`src/verilog/mck_consts.svh`:
```
// Offsets, field positions, reset values and vector constants of the machine check block
`ifndef MCK_CONSTS_SVH
`define MCK_CONSTS_SVH

`define MCK_OFF_HW_CONFIG_0 8'h00
`define MCK_OFF_SAVED_PC 8'h04
`define MCK_OFF_SAVED_STATE 8'h08
`define MCK_OFF_STATE_WORD 8'h0C
`define MCK_OFF_STATUS 8'h10
`define MCK_OFF_EVENT 8'h14
`define MCK_OFF_PC 8'h18

`define MCK_CFG_PIN_MASK 0
`define MCK_CFG_PAR_GEN 1
`define MCK_CFG_ADDR_CHK 2
`define MCK_CFG_DATA_CHK 3
`define MCK_CFG_NO_COLD 15

`define MCK_SS_L2_PAR 11
`define MCK_SS_PIN 12
`define MCK_SS_TEA 13
`define MCK_SS_DATA_PAR 14
`define MCK_SS_ADDR_PAR 15

`define MCK_MSW_HBO 16
`define MCK_MSW_ME 19
`define MCK_MSW_VHS 25
`define MCK_MSW_BOS 31

`define MCK_EV_ADDR_PAR 0
`define MCK_EV_DATA_PAR 1
`define MCK_EV_L1_PAR 2
`define MCK_EV_L2_PAR 3
`define MCK_EV_TEA 4
`define MCK_EV_PIN 5
`define MCK_EV_NOMEM 6
`define MCK_EV_DEFER 7

`define MCK_CFG_RESET 32'h0000_0000
`define MCK_MSW_RESET 32'h0000_0000
`define MCK_VEC_OFFSET 32'h0000_0200
`define MCK_BASE_LOW 32'h0000_0000
`define MCK_BASE_HIGH 32'hFFF0_0000
`define MCK_FREEZE_CYCLES 2

`endif

```
`src/verilog/mck_pkg.sv`:
```
// Types shared by the machine check block
package mck_pkg;
    typedef logic [31:0] mck_word_t;
    typedef enum logic [1:0] {
        MCK_RUN = 2'b00,
        MCK_FREEZING = 2'b01,
        MCK_CHECKSTOP = 2'b10
    } mck_state_e;
endpackage : mck_pkg

```
`src/verilog/mck_machine_check.sv`:
```
// Machine check gathering, exception entry and checkstop with a Wishbone register file
//
// The address map and register access over Wishbone were left to the implementer.
`include "mck_consts.svh"

module mck_machine_check (
    input wire logic sys_clk_in,
    input wire logic nrst_in,
    input wire logic soft_rst_in,
    input wire logic wb_cyc_in,
    input wire logic wb_stb_in,
    input wire logic wb_we_in,
    input wire logic [7:0] wb_adr_in,
    input wire logic [3:0] wb_sel_in,
    input wire mck_pkg::mck_word_t wb_dat_in,
    output logic [31:0] wb_dat_out,
    output logic wb_ack_out,
    input wire logic addr_par_err_in,
    input wire logic data_par_err_in,
    input wire logic l1_par_err_in,
    input wire logic l2_par_err_in,
    input wire logic transfer_error_ack_n_in,
    input wire logic machine_check_pin_n_in,
    input wire logic nomem_ref_in,
    input wire logic dcbz_nomem_writeback_in,
    input wire mck_pkg::mck_word_t current_pc_in,
    output logic parity_gen_en_out,
    output logic addr_par_rcv_en_out,
    output logic data_par_rcv_en_out,
    output logic mck_taken_out,
    output logic [31:0] fetch_addr_out,
    output logic checkstop_out,
    output logic run_en_out
);
    import mck_pkg::*;

    typedef struct packed {
        logic [1:0] tea_sync;
        logic [1:0] pin_sync;
        logic [5:0] err_sync0;
        logic [5:0] err_sync1;
        mck_word_t hw_config_0;
        mck_word_t saved_pc;
        mck_word_t saved_state;
        mck_word_t state_word;
        mck_word_t pc_reg;
        logic [7:0] events;
        mck_state_e state;
        logic [1:0] freeze_cnt;
        logic [31:0] dat;
        logic ack;
        logic taken;
        mck_word_t fetch;
        logic cstop;
        logic run;
        logic gen;
        logic arcv;
        logic drcv;
    } mck_regs_s;

    mck_regs_s st_reg;
    mck_regs_s st_next;

    logic [7:0] cause;
    logic addr_par;
    logic data_par;
    logic l1_par;
    logic l2_par;
    logic nomem;
    logic defer;
    logic tea_q;
    logic pin_q;
    logic request;
    logic frozen;
    logic wr;
    logic rd;
    mck_word_t wmask;
    mck_word_t rdata;

    always_comb begin
        st_next = st_reg;
        // Only the second stage of each synchroniser is read
        st_next.tea_sync = {st_reg.tea_sync[0], ~transfer_error_ack_n_in};
        st_next.pin_sync = {st_reg.pin_sync[0], ~machine_check_pin_n_in};
        st_next.err_sync0 = {dcbz_nomem_writeback_in, nomem_ref_in, l2_par_err_in,
                             l1_par_err_in, data_par_err_in, addr_par_err_in};
        st_next.err_sync1 = st_reg.err_sync0;
        addr_par = st_reg.err_sync1[0] & st_reg.hw_config_0[`MCK_CFG_ADDR_CHK];
        data_par = st_reg.err_sync1[1] & st_reg.hw_config_0[`MCK_CFG_DATA_CHK];
        l1_par = st_reg.err_sync1[2];
        l2_par = st_reg.err_sync1[3];
        nomem = st_reg.err_sync1[4];
        // The writeback strobe carries a check deferred from a zeroed block
        defer = st_reg.err_sync1[5];
        // Transfer errors are taken whenever seen, with no instruction ordering
        tea_q = st_reg.tea_sync[1];
        pin_q = st_reg.pin_sync[1] & st_reg.hw_config_0[`MCK_CFG_PIN_MASK];
        cause = {defer, pin_q, tea_q, nomem, l2_par, l1_par, data_par, addr_par};
        request = |cause;
        frozen = (st_reg.state != MCK_RUN);

        st_next.taken = 1'b0;
        st_next.pc_reg = frozen ? st_reg.pc_reg : current_pc_in;
        st_next.gen = st_reg.hw_config_0[`MCK_CFG_PAR_GEN];
        // Receivers stay on unless both generation and checking are off
        st_next.arcv = st_reg.hw_config_0[`MCK_CFG_PAR_GEN]
                       | st_reg.hw_config_0[`MCK_CFG_ADDR_CHK];
        st_next.drcv = st_reg.hw_config_0[`MCK_CFG_PAR_GEN]
                       | st_reg.hw_config_0[`MCK_CFG_DATA_CHK];

        case (st_reg.state)
            MCK_RUN: begin
                if (request && !st_reg.state_word[`MCK_MSW_ME]) begin
                    st_next.state = MCK_FREEZING;
                    st_next.freeze_cnt = 2'h1;
                    st_next.cstop = 1'b1;
                    st_next.run = 1'b0;
                    st_next.events = st_reg.events | cause;
                end else if (request) begin
                    st_next.taken = 1'b1;
                    st_next.events = st_reg.events | cause;
                    st_next.saved_pc = current_pc_in;
                    st_next.saved_state = 32'h0000_0000;
                    st_next.saved_state[`MCK_SS_L2_PAR] = l2_par;
                    st_next.saved_state[`MCK_SS_PIN] = pin_q;
                    st_next.saved_state[`MCK_SS_TEA] = tea_q;
                    st_next.saved_state[`MCK_SS_DATA_PAR] = data_par;
                    st_next.saved_state[`MCK_SS_ADDR_PAR] = addr_par;
                    st_next.saved_state[31:16] = st_reg.state_word[31:16];
                    st_next.state_word = 32'h0000_0000;
                    st_next.state_word[`MCK_MSW_HBO] = st_reg.state_word[`MCK_MSW_HBO];
                    st_next.state_word[`MCK_MSW_VHS] = st_reg.state_word[`MCK_MSW_VHS];
                    st_next.state_word[`MCK_MSW_BOS] = st_reg.state_word[`MCK_MSW_HBO];
                    st_next.fetch = (st_reg.state_word[`MCK_MSW_VHS] ? `MCK_BASE_HIGH
                                     : `MCK_BASE_LOW) | `MCK_VEC_OFFSET;
                end
            end
            MCK_FREEZING: begin
                // Second cycle after entry: everything is held from here on
                st_next.state = MCK_CHECKSTOP;
                st_next.freeze_cnt = 2'(`MCK_FREEZE_CYCLES);
            end
            MCK_CHECKSTOP: begin
                st_next.state = MCK_CHECKSTOP;
            end
            default: begin
                st_next.state = MCK_CHECKSTOP;
            end
        endcase

        // Register bus: one wait state, ack drops the cycle after it is given
        wr = wb_cyc_in & wb_stb_in & wb_we_in & ~st_reg.ack;
        rd = wb_cyc_in & wb_stb_in & ~wb_we_in & ~st_reg.ack;
        wmask = {{8{wb_sel_in[3]}}, {8{wb_sel_in[2]}}, {8{wb_sel_in[1]}}, {8{wb_sel_in[0]}}};
        st_next.ack = wb_cyc_in & wb_stb_in & ~st_reg.ack;
        case (wb_adr_in)
            `MCK_OFF_HW_CONFIG_0: rdata = st_reg.hw_config_0;
            `MCK_OFF_SAVED_PC: rdata = st_reg.saved_pc;
            `MCK_OFF_SAVED_STATE: rdata = st_reg.saved_state;
            `MCK_OFF_STATE_WORD: rdata = st_reg.state_word;
            `MCK_OFF_STATUS: rdata = {29'h0, st_reg.run, st_reg.cstop, frozen};
            `MCK_OFF_EVENT: rdata = {24'h00_0000, st_reg.events};
            `MCK_OFF_PC: rdata = st_reg.pc_reg;
            default: rdata = 32'h0000_0000;
        endcase
        if (rd) begin
            st_next.dat = rdata;
        end
        // Writes to the frozen registers are dropped once checkstop begins
        if (wr && !frozen && !(request && st_reg.state == MCK_RUN)) begin
            case (wb_adr_in)
                `MCK_OFF_HW_CONFIG_0: begin
                    // Bit 15 is plain storage, only ever set by software
                    st_next.hw_config_0 = (st_reg.hw_config_0 & ~wmask)
                                          | (wb_dat_in & wmask);
                end
                `MCK_OFF_SAVED_PC: begin
                    st_next.saved_pc = (st_reg.saved_pc & ~wmask) | (wb_dat_in & wmask);
                end
                `MCK_OFF_SAVED_STATE: begin
                    st_next.saved_state = (st_reg.saved_state & ~wmask)
                                          | (wb_dat_in & wmask);
                end
                `MCK_OFF_STATE_WORD: begin
                    st_next.state_word = (st_reg.state_word & ~wmask)
                                         | (wb_dat_in & wmask);
                end
                `MCK_OFF_EVENT: begin
                    // Write one to clear; new causes win over the clear
                    st_next.events = (st_reg.events & ~(wb_dat_in[7:0] & wmask[7:0]))
                                     | cause;
                end
                default: begin
                end
            endcase
        end

        // Soft reset restarts the machine but keeps the no-cold-reset flag
        if (soft_rst_in) begin
            st_next.hw_config_0 = `MCK_CFG_RESET;
            st_next.hw_config_0[`MCK_CFG_NO_COLD] =
                st_reg.hw_config_0[`MCK_CFG_NO_COLD];
            st_next.state_word = `MCK_MSW_RESET;
            st_next.state = MCK_RUN;
            st_next.freeze_cnt = 2'h0;
            st_next.cstop = 1'b0;
            st_next.run = 1'b1;
            st_next.taken = 1'b0;
            st_next.events = 8'h00;
        end
    end

    always_ff @(posedge sys_clk_in or negedge nrst_in) begin
        if (!nrst_in) begin
            st_reg <= '0;
            st_reg.state <= MCK_RUN;
            st_reg.run <= 1'b1;
        end else begin
            st_reg <= st_next;
        end
    end

    assign wb_dat_out = st_reg.dat;
    assign wb_ack_out = st_reg.ack;
    assign parity_gen_en_out = st_reg.gen;
    assign addr_par_rcv_en_out = st_reg.arcv;
    assign data_par_rcv_en_out = st_reg.drcv;
    assign mck_taken_out = st_reg.taken;
    assign fetch_addr_out = st_reg.fetch;
    assign checkstop_out = st_reg.cstop;
    assign run_en_out = st_reg.run;
endmodule : mck_machine_check

```
`config.mk`:
```
export PLATFORM = sky130hd
export DESIGN_NAME = mck_machine_check
export DESIGN_NICKNAME = d
export VERILOG_FILES = /design/src/verilog/mck_pkg.sv /design/src/verilog/mck_machine_check.sv
export VERILOG_INCLUDE_DIRS = /design/src /design/src/verilog
export SDC_FILE = /design/constraint.sdc
export NUM_CORES = 1
export LEC_CHECK = 0
export ABC_CLOCK_PERIOD_IN_PS = 6300
export BUFFER_PORTS_ARGS = -buffer_cell sky130_fd_sc_hd__buf_2
export CAP_MARGIN = 10
export CORE_MARGIN = 4
export CORE_UTILIZATION = 35
export DETAILED_ROUTE_END_ITERATION = 10
export PLACE_DENSITY = 0.59
export SKIP_CTS_REPAIR_TIMING = 1
export SLEW_MARGIN = 15
export SYNTH_ARGS = -nofsm -noshare
export SYNTH_HDL_FRONTEND = slang
export SYNTH_SLANG_ARGS = --single-unit
export TNS_END_PERCENT = 10
```
`constraint.sdc`:
```
create_clock -name sys_clk_in -period 6.3 [get_ports sys_clk_in]
set_clock_uncertainty 0.05 [all_clocks]
set_input_delay 1.26 -clock sys_clk_in [delete_from_list [all_inputs] [get_ports sys_clk_in]]
set_output_delay 1.26 -clock sys_clk_in [all_outputs]
set_load 0.01 [all_outputs]
```
**Word level (Yosys, flattened, before mapping)**

Index checks and enable logic that the tools add are counted.

- Register bits: 257
- Latch bits: 0
- Input bits: 90
- ROM bits: 0
- Memory bits (writable): 0
- Output and inout bits: 71
- Memories kept: 0

- Multiplexer cells: 27
- Bitwise operators: 32
- Add/sub/neg operators: 0
- Order comparisons: 0
- Eq/ne operators: 8
- Shift-type cells: 0
- Multiply operators: 0
- Div/mod/pow operators: 0
- Reductions and logical operators: 19

Operators by type and width:

| cell | count |
|---|---|
| two-way mux 96 bit | 3 |
| two-way mux 32 bit | 7 |
| case mux 32 bit (7 select lines) | 1 |
| bitwise AND 32 bit | 5 |
| two-way mux 128 bit | 1 |
| bitwise OR 32 bit | 4 |
| two-way mux 33 bit | 2 |
| two-way mux 8 bit | 5 |
| two-way mux 35 bit | 1 |
| inverter 32 bit | 1 |
| == test 8 x 5 -> 1 bit, second input constant | 3 |
| bitwise AND 8 bit | 2 |
| == test 8 x 4 -> 1 bit, second input constant | 2 |
| bitwise OR 8 bit | 2 |
| two-way mux 12 bit | 1 |
| nonzero test 2 bit | 5 |
| bitwise AND 1 bit | 9 |
| == test 8 x 3 -> 1 bit, second input constant | 1 |
| logical NOT 8 bit | 1 |
| inverter 8 bit | 1 |
| OR reduction 8 bit | 1 |
| two-way mux 2 bit | 3 |
| inverter 1 bit | 6 |
| AND reduction 3 bit | 2 |
| 10 further kinds | 17 |

**Depth between registers and ports, before layout**

Gate-level depths: netlist (run 1).

- Depth after elaboration: 8
- Mapped depth: 8
- Mapped depth without buffers: 6

**Worst setup path before layout (run 1)**

OpenSTA, ideal clock, no wires.

- Kind: input -> register
- Start point: input port wb_adr_in[4]
- End point: register st_reg[123] (netlist name)
- Slack: 3.261 ns
- Required time: 6.184 ns
- Setup time: 0.066 ns
- Stages on the path: 7
- Arrival: 2.923 ns
- Path through: buf_2 -> nor4_4 -> nand4_4 -> or4_1 -> buf_6 -> o21ai_4 -> a22o_1

RTL lines:

| item | RTL line | RTL |
|---|---|---|
| start: declaration | mck_machine_check.sv:13 | `input wire logic [7:0] wb_adr_in,` |
| end signal: assignment | mck_machine_check.sv:219 | `st_reg <= st_next;` |
| end: declaration | mck_machine_check.sv:61 | `mck_regs_s st_reg;` |

==> out/qor.yml, run 1 <==
multi_input_area_mm2: 0.00449
timing.slew.headroom_pct: 36.6
yosysWarnings: 0
die_w_um: 184
worstPathRequired_ns: 6.71
start_util_pct: 35.5
die_h_um: 184
dp_cells: 1381
antenna_found_initial: 3
clock.fmax_mhz: 286
post-route-min-period_ns: 3.50
setup-violations-final: 0
final_common_cell: "dfrtp_1"
wl_um: 31600
hp-class: "reg -> reg"
synth_edf_count: 0
drtPass1Iterations: 5
worstSetupStartpointType: "primary input"
port_buffers: 141
ys_ff_latch: 227
grt_pass1_vias: 7919
syn_avg_cell_area_um2: 11.6
h-tree-depth: 1
vias: 7889
gp_congestion: 0.811
yosysUniqueCellTypes: 65
final_nets: 1102
drt.antenna.violating_nets: 0
core_area_mm2: 0.0306
finalSetupTns_ns: 0
worst_pin_slew_ns: 0.948
cts.path.max_buffers: 3
track_usage_pct: 18.4
synthTopCellsByArea: "dfrtp_1 (52%), mux2i_1 (5.3%), buf_4 (4.4%)"
grt_remaining_overflow: 0
grt_max_degree: 117
path_clk_slew_ns: 0.06
cap_viol_max_count: 0
dp_hpwl_um: 21400
fillers: 2999
drc_errors: 0
syn_to_final_growth_pct: 13.3
layout.cells.non_filler: 1423
numCtsBuffers: 25
syn_inst: 934
seq_area_frac_synth_pct: 52.3
synth_area_mm2: 0.0109
grt_pass1_wl_um: 48800
p_leak_nw: 5.46
drt_iter0_markers: 614
finalMaxSlewViolations: 0
worstPathMaxFanout: 15
crit_path_end_kind: "flop"
layout-drive-gt1-share_pct: 27.5
cts.sinks: 227
outcome: "finished clean"
ys_async_sr_fraction_pct: 100
avgViaCountPerCell: 5.54
tritoncts: "built"
crit_arrival_ns: 3.90
cellPowerDensity_mw_per_mm2: 266
antennaDiodeCount: 0
ir_drop_v: 0.000155
synth_top_cell_by_area: "dfrtp_1"
clockRootBuffer: "clkbuf_16"
die_area_mm2: 0.0339
final_util_pct: 40.2
seqCellArea_mm2: 0.00568
path_class: "in -> reg"
layout_common_cells: "dfrtp_1 (226), buf_2 (140), mux2i_1 (58), a22oi_1 (55), nand2_1 (54)"
period_share_pct: 55.5
rows: 64
synth_top_cell_area_share_pct: 52.1
clkLatencyLatePin_ns: 0.52
dominantRegCellSynth: "dfrtp_1"
post_drt_wl_per_cell_um: 22.2
hold_viol: 0
io_pins: 161
grt_setup_unrepaired: "false"
[power by group]
group | switching [mW] | internal [mW]
Combinational | 0.165 | 0.115
Sequential | 0.0514 | 1.54
Clock | 0.584 | 0.814
[layout make-up]
class | count | area share [%]
Tap cell | 396 | 4.03
Multi-Input combinational cell | 593 | 36.5
Inverter | 10 | 0.305
Sequential cell | 227 | 46.2
Clock buffer | 36 | 6.07
Clock inverter | 6 | 0.244
Timing Repair Buffer | 155 | 6.67
[worst max-delay path, cell delays in order]
cell and delay [ns]:
buf_2 0.29, nor4b_4 0.65, and2_1 0.57, buf_4 0.34, nand4_2 0.29, nand2_1 0.34
o21a_1 0.15
[kinds of logic (layout without fill, tap and decap cells)]
| family | Yosys count | count (layout) | synth area share (%) |
|---|---|---|---|
| and+or+nand+nor | 182 | 182 | 9.62 |
| other | 1 | 19 | 0.0345 |
| buffers and inverters | 132 | 207 | 7.03 |
| muxes | 92 | 92 | 8.98 |
| AOI/OAI and AO/OA | 300 | 300 | 22.0 |
| DFF | 227 | 227 | 52.3 |
[worst paths after layout]
path / start / cells after the start / slack [ns] / endpoint
setup / recovery: wb_adr_in[2] / 7 / 2.80 / flop
hold / removal: st_next[247] / 0 / 0.30 / cause[4]
setup reg to reg: cause[3] / 5 / 3.42 / flop
hold reg to reg: st_next[247] / 0 / 0.30 / cause[4]
max in group asynchronous: nrst_in / 2 / 4.10 / st_reg[108]
min in group asynchronous: nrst_in / 1 / 0.74 / st_reg[95]
[routing by layer]
metal	up-vias	wire length, um	GRT usage (%)
met2	258	14800	29.1
met3	57	1990	3.75
met5	-	38	0
li1	3564	-	-
met4	6	738	4.44
met1	4004	14000	26.0
[synthesized netlist by cell type (3+ instances only)]
| cell | n |
|---|---|
| nand2_1 | 54 |
| clkbuf_1 | 34 |
| a21oi_1 | 15 |
| dfrtp_1 | 226 |
| nor2_1 | 46 |
| a22o_1 | 38 |
| o21a_1 | 33 |
| buf_2 | 16 |
| o21ai_0 | 43 |
| nor4_2 | 3 |
| a31oi_1 | 4 |
| a22oi_1 | 55 |
| a32o_1 | 3 |
| a221o_1 | 8 |
| o2bb2ai_1 | 25 |
| and2_1 | 9 |
| nand2b_1 | 16 |
| o21ai_4 | 4 |
| o221a_2 | 13 |
| inv_1 | 9 |
| a222oi_1 | 3 |
| a311oi_1 | 9 |
| mux2_2 | 33 |
| and3_1 | 3 |
| or2_2 | 4 |
| nand4_2 | 5 |
| nand4_1 | 4 |
| nor3_1 | 4 |
| o22a_1 | 33 |
| buf_4 | 64 |
| nand3_1 | 12 |
| nor3_4 | 4 |
| buf_1 | 7 |
| mux2i_1 | 58 |
[stage by stage]
stage	setup slack (ns)	hold slack, ns	instance area, um^2	power, mW
after floorplan	3.26	0.281	10900	1.77
after global placement	2.30	0.285	11500	1.90
after detailed placement	2.25	0.285	11500	1.90
after CTS	2.77	0.298	12300	3.29
after global routing	2.63	0.300	12300	3.40
final	2.80	0.296	12300	3.27
(Power assumes the default switching activity.)
==> inputs of run 2 (changes only) <==
ABC_CLOCK_PERIOD_IN_PS = 3650   (was 6300)
clock period = 3.65 ns   (was 6.3 ns; I/O delays follow)
==> run 2 against run 1 <==
Against the previous run: power increased by 76%; routed wire length is 1.8% higher; non-clock buffer count is 16 higher; die area did not move; sequential share of layout area shrank 0.73 points; global-route usage grew 0.20 points; register-to-register slack got worse by 2.5 ns; final cell count grew 1.3%; worst setup slack worse by 1.9 ns; first-iteration DRC count grew 27%; highest routed layer unchanged.
==> out/qor.yml, run 2 (synthesis results as in run 1) <==
outcome: "finished clean"
worst_pin_slew_ns: 0.817
start_util_pct: 35.5
track_usage_pct: 18.6
crit_path_top_delay_cell: "or4_1"
path_clk_slew_ns: 0.06
clock.fmax_mhz: 361
port_buffers: 141
period_share_pct: 75.9
crit_path_end_kind: "flop"
finalMaxSlewViolations: 0
cellPowerDensity_mw_per_mm2: 461
grt_pass1_wl_um: 49300
tritoncts: "built"
whs_ns: 0.163
cap_viol_max_count: 0
setup-violations-final: 0
p_leak_nw: 5.56
worstPathMaxFanout: 8
drt_iter0_markers: 781
cp_cell_sequence: "a211oi_2 -> nand3_1 -> or4_1 -> o21ai_4 -> a22o_1"
drt.antenna.violating_nets: 0
numCtsBuffers: 25
clockRootBuffer: "clkbuf_16"
ir_drop_v: 0.000292
drtPass1Iterations: 6
avgViaCountPerCell: 5.60
final_common_cell: "dfrtp_1"
grt_remaining_overflow: 0
io_pins: 161
wl_um: 32200
post-route-min-period_ns: 2.77
rows: 64
timing.slew.headroom_pct: 45.1
dp_hpwl_um: 22300
core_area_mm2: 0.0306
drc_errors: 0
rr_startpoint: "st_reg[213]"
syn_to_final_growth_pct: 15.1
hp-class: "in -> async"
seqCellArea_mm2: 0.00568
vias: 8080
grt_max_degree: 94
final_nets: 1118
multi_input_area_mm2: 0.00449
grt_setup_unrepaired: "false"
hold_viol: 0
power_mw: 5.76
r2r_cells: 5
worstPathRequired_ns: 4.07
die_area_mm2: 0.0339
dp_cells: 1397
grt_pass1_vias: 7991
cts.path.max_buffers: 3
die_h_um: 184
h-tree-depth: 1
rrSetupSlack_ns: 0.88
die_w_um: 184
cts.sinks: 227
gp_congestion: 0.863
layout.cells.non_filler: 1442
final_util_pct: 40.9
r2r_end: "st_reg[125]"
path_class: "reg -> reg"
fillers: 2994
crit_arrival_ns: 3.19
finalSetupTns_ns: 0
clkLatencyLatePin_ns: 0.53
layout-drive-gt1-share_pct: 28.3
antenna_found_initial: 3
layout_common_cells: "dfrtp_1 (226), buf_2 (140), mux2i_1 (58), a22oi_1 (55), nand2_1 (54)"
slowest_delay_ns: 0.80
worstSetupStartpointType: "flop"
post_drt_wl_per_cell_um: 22.3
==> run 2: cell count changes in the layout (fill, tap and decap cells not counted), moves of 3 or more <==
| cell | before | now |
|---|---|---|
| buf_12 | 0 | 3 |
| buf_4 | 14 | 27 |
| clkbuf_1 | 3 | 6 |
| clkinv_2 | 6 | 2 |
==> run 2: routing by layer <==
layer  GRT usage, %  wire [um]  up-vias  share of wire [%]
li1               -          -     3611                  -
met1           26.0      13900     4127                 43
met2           30.4      15400      281                 48
met3           3.02       2090       57                6.5
met4           4.32        779        4                2.4
met5              0         21        -              0.065
==> run 2: cell type report <==
cell class,instances,share of cell area (%)
timing repair buffer,171,7.83
antenna,1,0.0200
clock inverter,5,0.450
multi-input combinational,593,35.9
clock buffer,39,6.07
tap,396,3.96
sequential,227,45.5
inverter,10,0.300
==> run 2: per-stage QoR <==
stage / worst slack [ns] / instance area [um^2]
2_1_floorplan: 1.14 / 10900
3_3_place_gp: 0.683 / 11700
3_5_place_dp: 0.657 / 11700
4_1_cts: 0.935 / 12500
5_1_grt: 0.695 / 12500
6_report: 0.880 / 12500
==> run 2: worst max-delay path by stage <==
stage / from / endpoint / slack, ns / cells past startpoint
after detailed placement: wb_stb_in / st_reg[125] / 0.66 / 7
after CTS: cause[3] / st_reg[129] / 0.93 / 5
after global routing: cause[3] / st_reg[128] / 0.70 / 5
final: st_reg[213] / st_reg[125] / 0.88 / 5
after floorplan: wb_adr_in[4] / st_reg[123] / 1.14 / 7
after global placement: wb_stb_in / st_reg[124] / 0.68 / 7
==> run 2: critical path: cells and delay by family (launching register included) <==
| kind | cells | cell delay, ns |
|---|---|---|
| compound gates | 3 | 1.06 |
| flops | 1 | 0.49 |
| simple gates | 2 | 1.10 |
==> run 2: report_power, final <==
group          internal (mW)  total, mW  switching [mW]
combinational          0.208      0.499           0.291
sequential              2.66       2.75          0.0920
clock                   1.49       2.51            1.02
total                   4.36       5.76            1.40
==> inputs of run 3 (changes only) <==
ABC_CLOCK_PERIOD_IN_PS = 2450   (was 3650)
PLACE_DENSITY = 0.61   (was 0.59)
clock period = 2.45 ns   (was 3.65 ns; I/O delays follow)
==> run 3 against run 2 <==
Against the previous run: cell area increased by 3.8%; clock power increased by 44%; flip-flop and latch count unchanged; sequential power increased by 49%; clock-buffer cell count increased by 2; fmax increased by 20%; combinational power increased by 53%.
==> out/qor.yml, run 3 (synthesis results as in run 1) <==
stdcell_area_mm2: 0.0130
clkLatencyLatePin_ns: 0.52
dp_cells: 1452
crit_arrival_ns: 2.72
p_leak_nw: 5.83
layout-drive-gt1-share_pct: 31.6
hold_viol: 0
timing.slew.headroom_pct: 54.3
antenna_found_initial: 6
worst_pin_slew_ns: 0.686
numCtsBuffers: 25
dp_hpwl_um: 22700
worstSetupStartpointType: "flop"
grt_pass1_vias: 8333
placed_area_mm2: 0.0122
finalSetupTns_ns: 0
outcome: "finished clean"
drc_errors: 0
io_pins: 161
drt_iter0_markers: 500
crit_path_end_kind: "flop"
layout_common_cells: "dfrtp_1 (226), buf_2 (140), buf_4 (76), mux2i_1 (58), a22oi_1 (55)"
post_drt_wl_per_cell_um: 21.4
grt_remaining_overflow: 0
finalMaxSlewViolations: 0
ir_drop_v: 0.000552
core_area_mm2: 0.0306
die_area_mm2: 0.0339
drt.antenna.violating_nets: 0
path_class: "reg -> reg"
syn_to_final_growth_pct: 19.5
post-route-min-period_ns: 2.31
clockRootBuffer: "clkbuf_16"
cap_viol_max_count: 0
die_w_um: 184
final_nets: 1174
port_buffers: 141
worstPathRequired_ns: 2.86
grt_pass1_wl_um: 49800
rows: 64
tritoncts: "built"
start_util_pct: 35.5
cts.path.max_buffers: 3
wl_um: 32100
layout.cells.non_filler: 1500
r2r_cells: 8
vias: 8184
final_common_cell: "dfrtp_1"
h-tree-depth: 1
setup-violations-final: 0
cts.sinks: 227
hold_depth: 1
worstPathMaxFanout: 6
clock.fmax_mhz: 432
track_usage_pct: 18.6
grt_max_degree: 62
gp_congestion: 0.847
path_clk_slew_ns: 0.06
cellPowerDensity_mw_per_mm2: 652
period_share_pct: 94.4
drtPass1Iterations: 6
hp-class: "in -> reg"
avgViaCountPerCell: 5.46
die_h_um: 184
-- run 3: cell types whose count changed in the layout (fill, tap and decap cells not counted), moves of 4 or more --
| cell | delta |
|---|---|
| buf_4 | +49 |
| buf_12 | +6 |
| clkbuf_1 | +6 |
| clkbuf_8 | -4 |
-- run 3: through the flow --
step | util, % | worst slack [ns] | hold slack [ns] | power (mW)
6_report | 42.4 | 0.138 | 0.0256 | 8.46
5_1_grt | 42.4 | -0.00403 | 0.00981 | 8.81
4_1_cts | 42.3 | -0.0221 | -0.127 | 8.55
3_5_place_dp | 39.8 | -0.117 | 0.285 | 4.93
3_3_place_gp | 39.8 | -0.129 | 0.285 | 4.91
2_1_floorplan | - | 0.181 | 0.144 | 4.55
-- run 3: area by class of cell --
cell class,count,area [um^2]
clock inverter,4,51.3
timing repair buffer,227,1480
fill,2955,17600
sequential,227,5680
antenna,2,5.00
clock buffer,41,726
multi-input combinational,593,4500
tap,396,495
inverter,10,37.5
-- run 3: path summary, 6_finish.rpt --
| kind | startpoint | end | slack [ns] |
|---|---|---|---|
| worst max-delay path | wb_ack_out | st_reg[144] | 0.14 |
| worst min-delay path | dcbz_nomem_writeback_in | st_next[248] | 0.03 |
| worst max register to register | wb_ack_out | st_reg[144] | 0.14 |
| worst min register to register | st_next[248] | cause[7] | 0.30 |
| max in group asynchronous | nrst_in | cause[3] | 1.20 |
| min in group asynchronous | nrst_in | st_reg[110] | 0.45 |
-- run 3: where the power goes --
part / internal [mW] / switching, mW / leakage, nW
registers: 3.96 / 0.129 / 2.90
clock network: 2.12 / 1.49 / 0.374
logic: 0.331 / 0.433 / 2.55
-- run 3: worst max-delay path: stages, from the launching register on --
cell and delay [ns]:
dfrtp_1 0.36, nand3b_1 0.28, clkinv_1 0.18, nand3_1 0.14
buf_4 0.19, nor4_2 0.37, buf_4 0.18, and2_1 0.31
a22o_1 0.18
-- run 3: layer usage --
layer | wire, um | GRT usage (%)
met1 | 14100 | 26.0
met2 | 15200 | 30.0
met3 | 2010 | 3.97
met4 | 712 | 4.44
met5 | 44 | 0
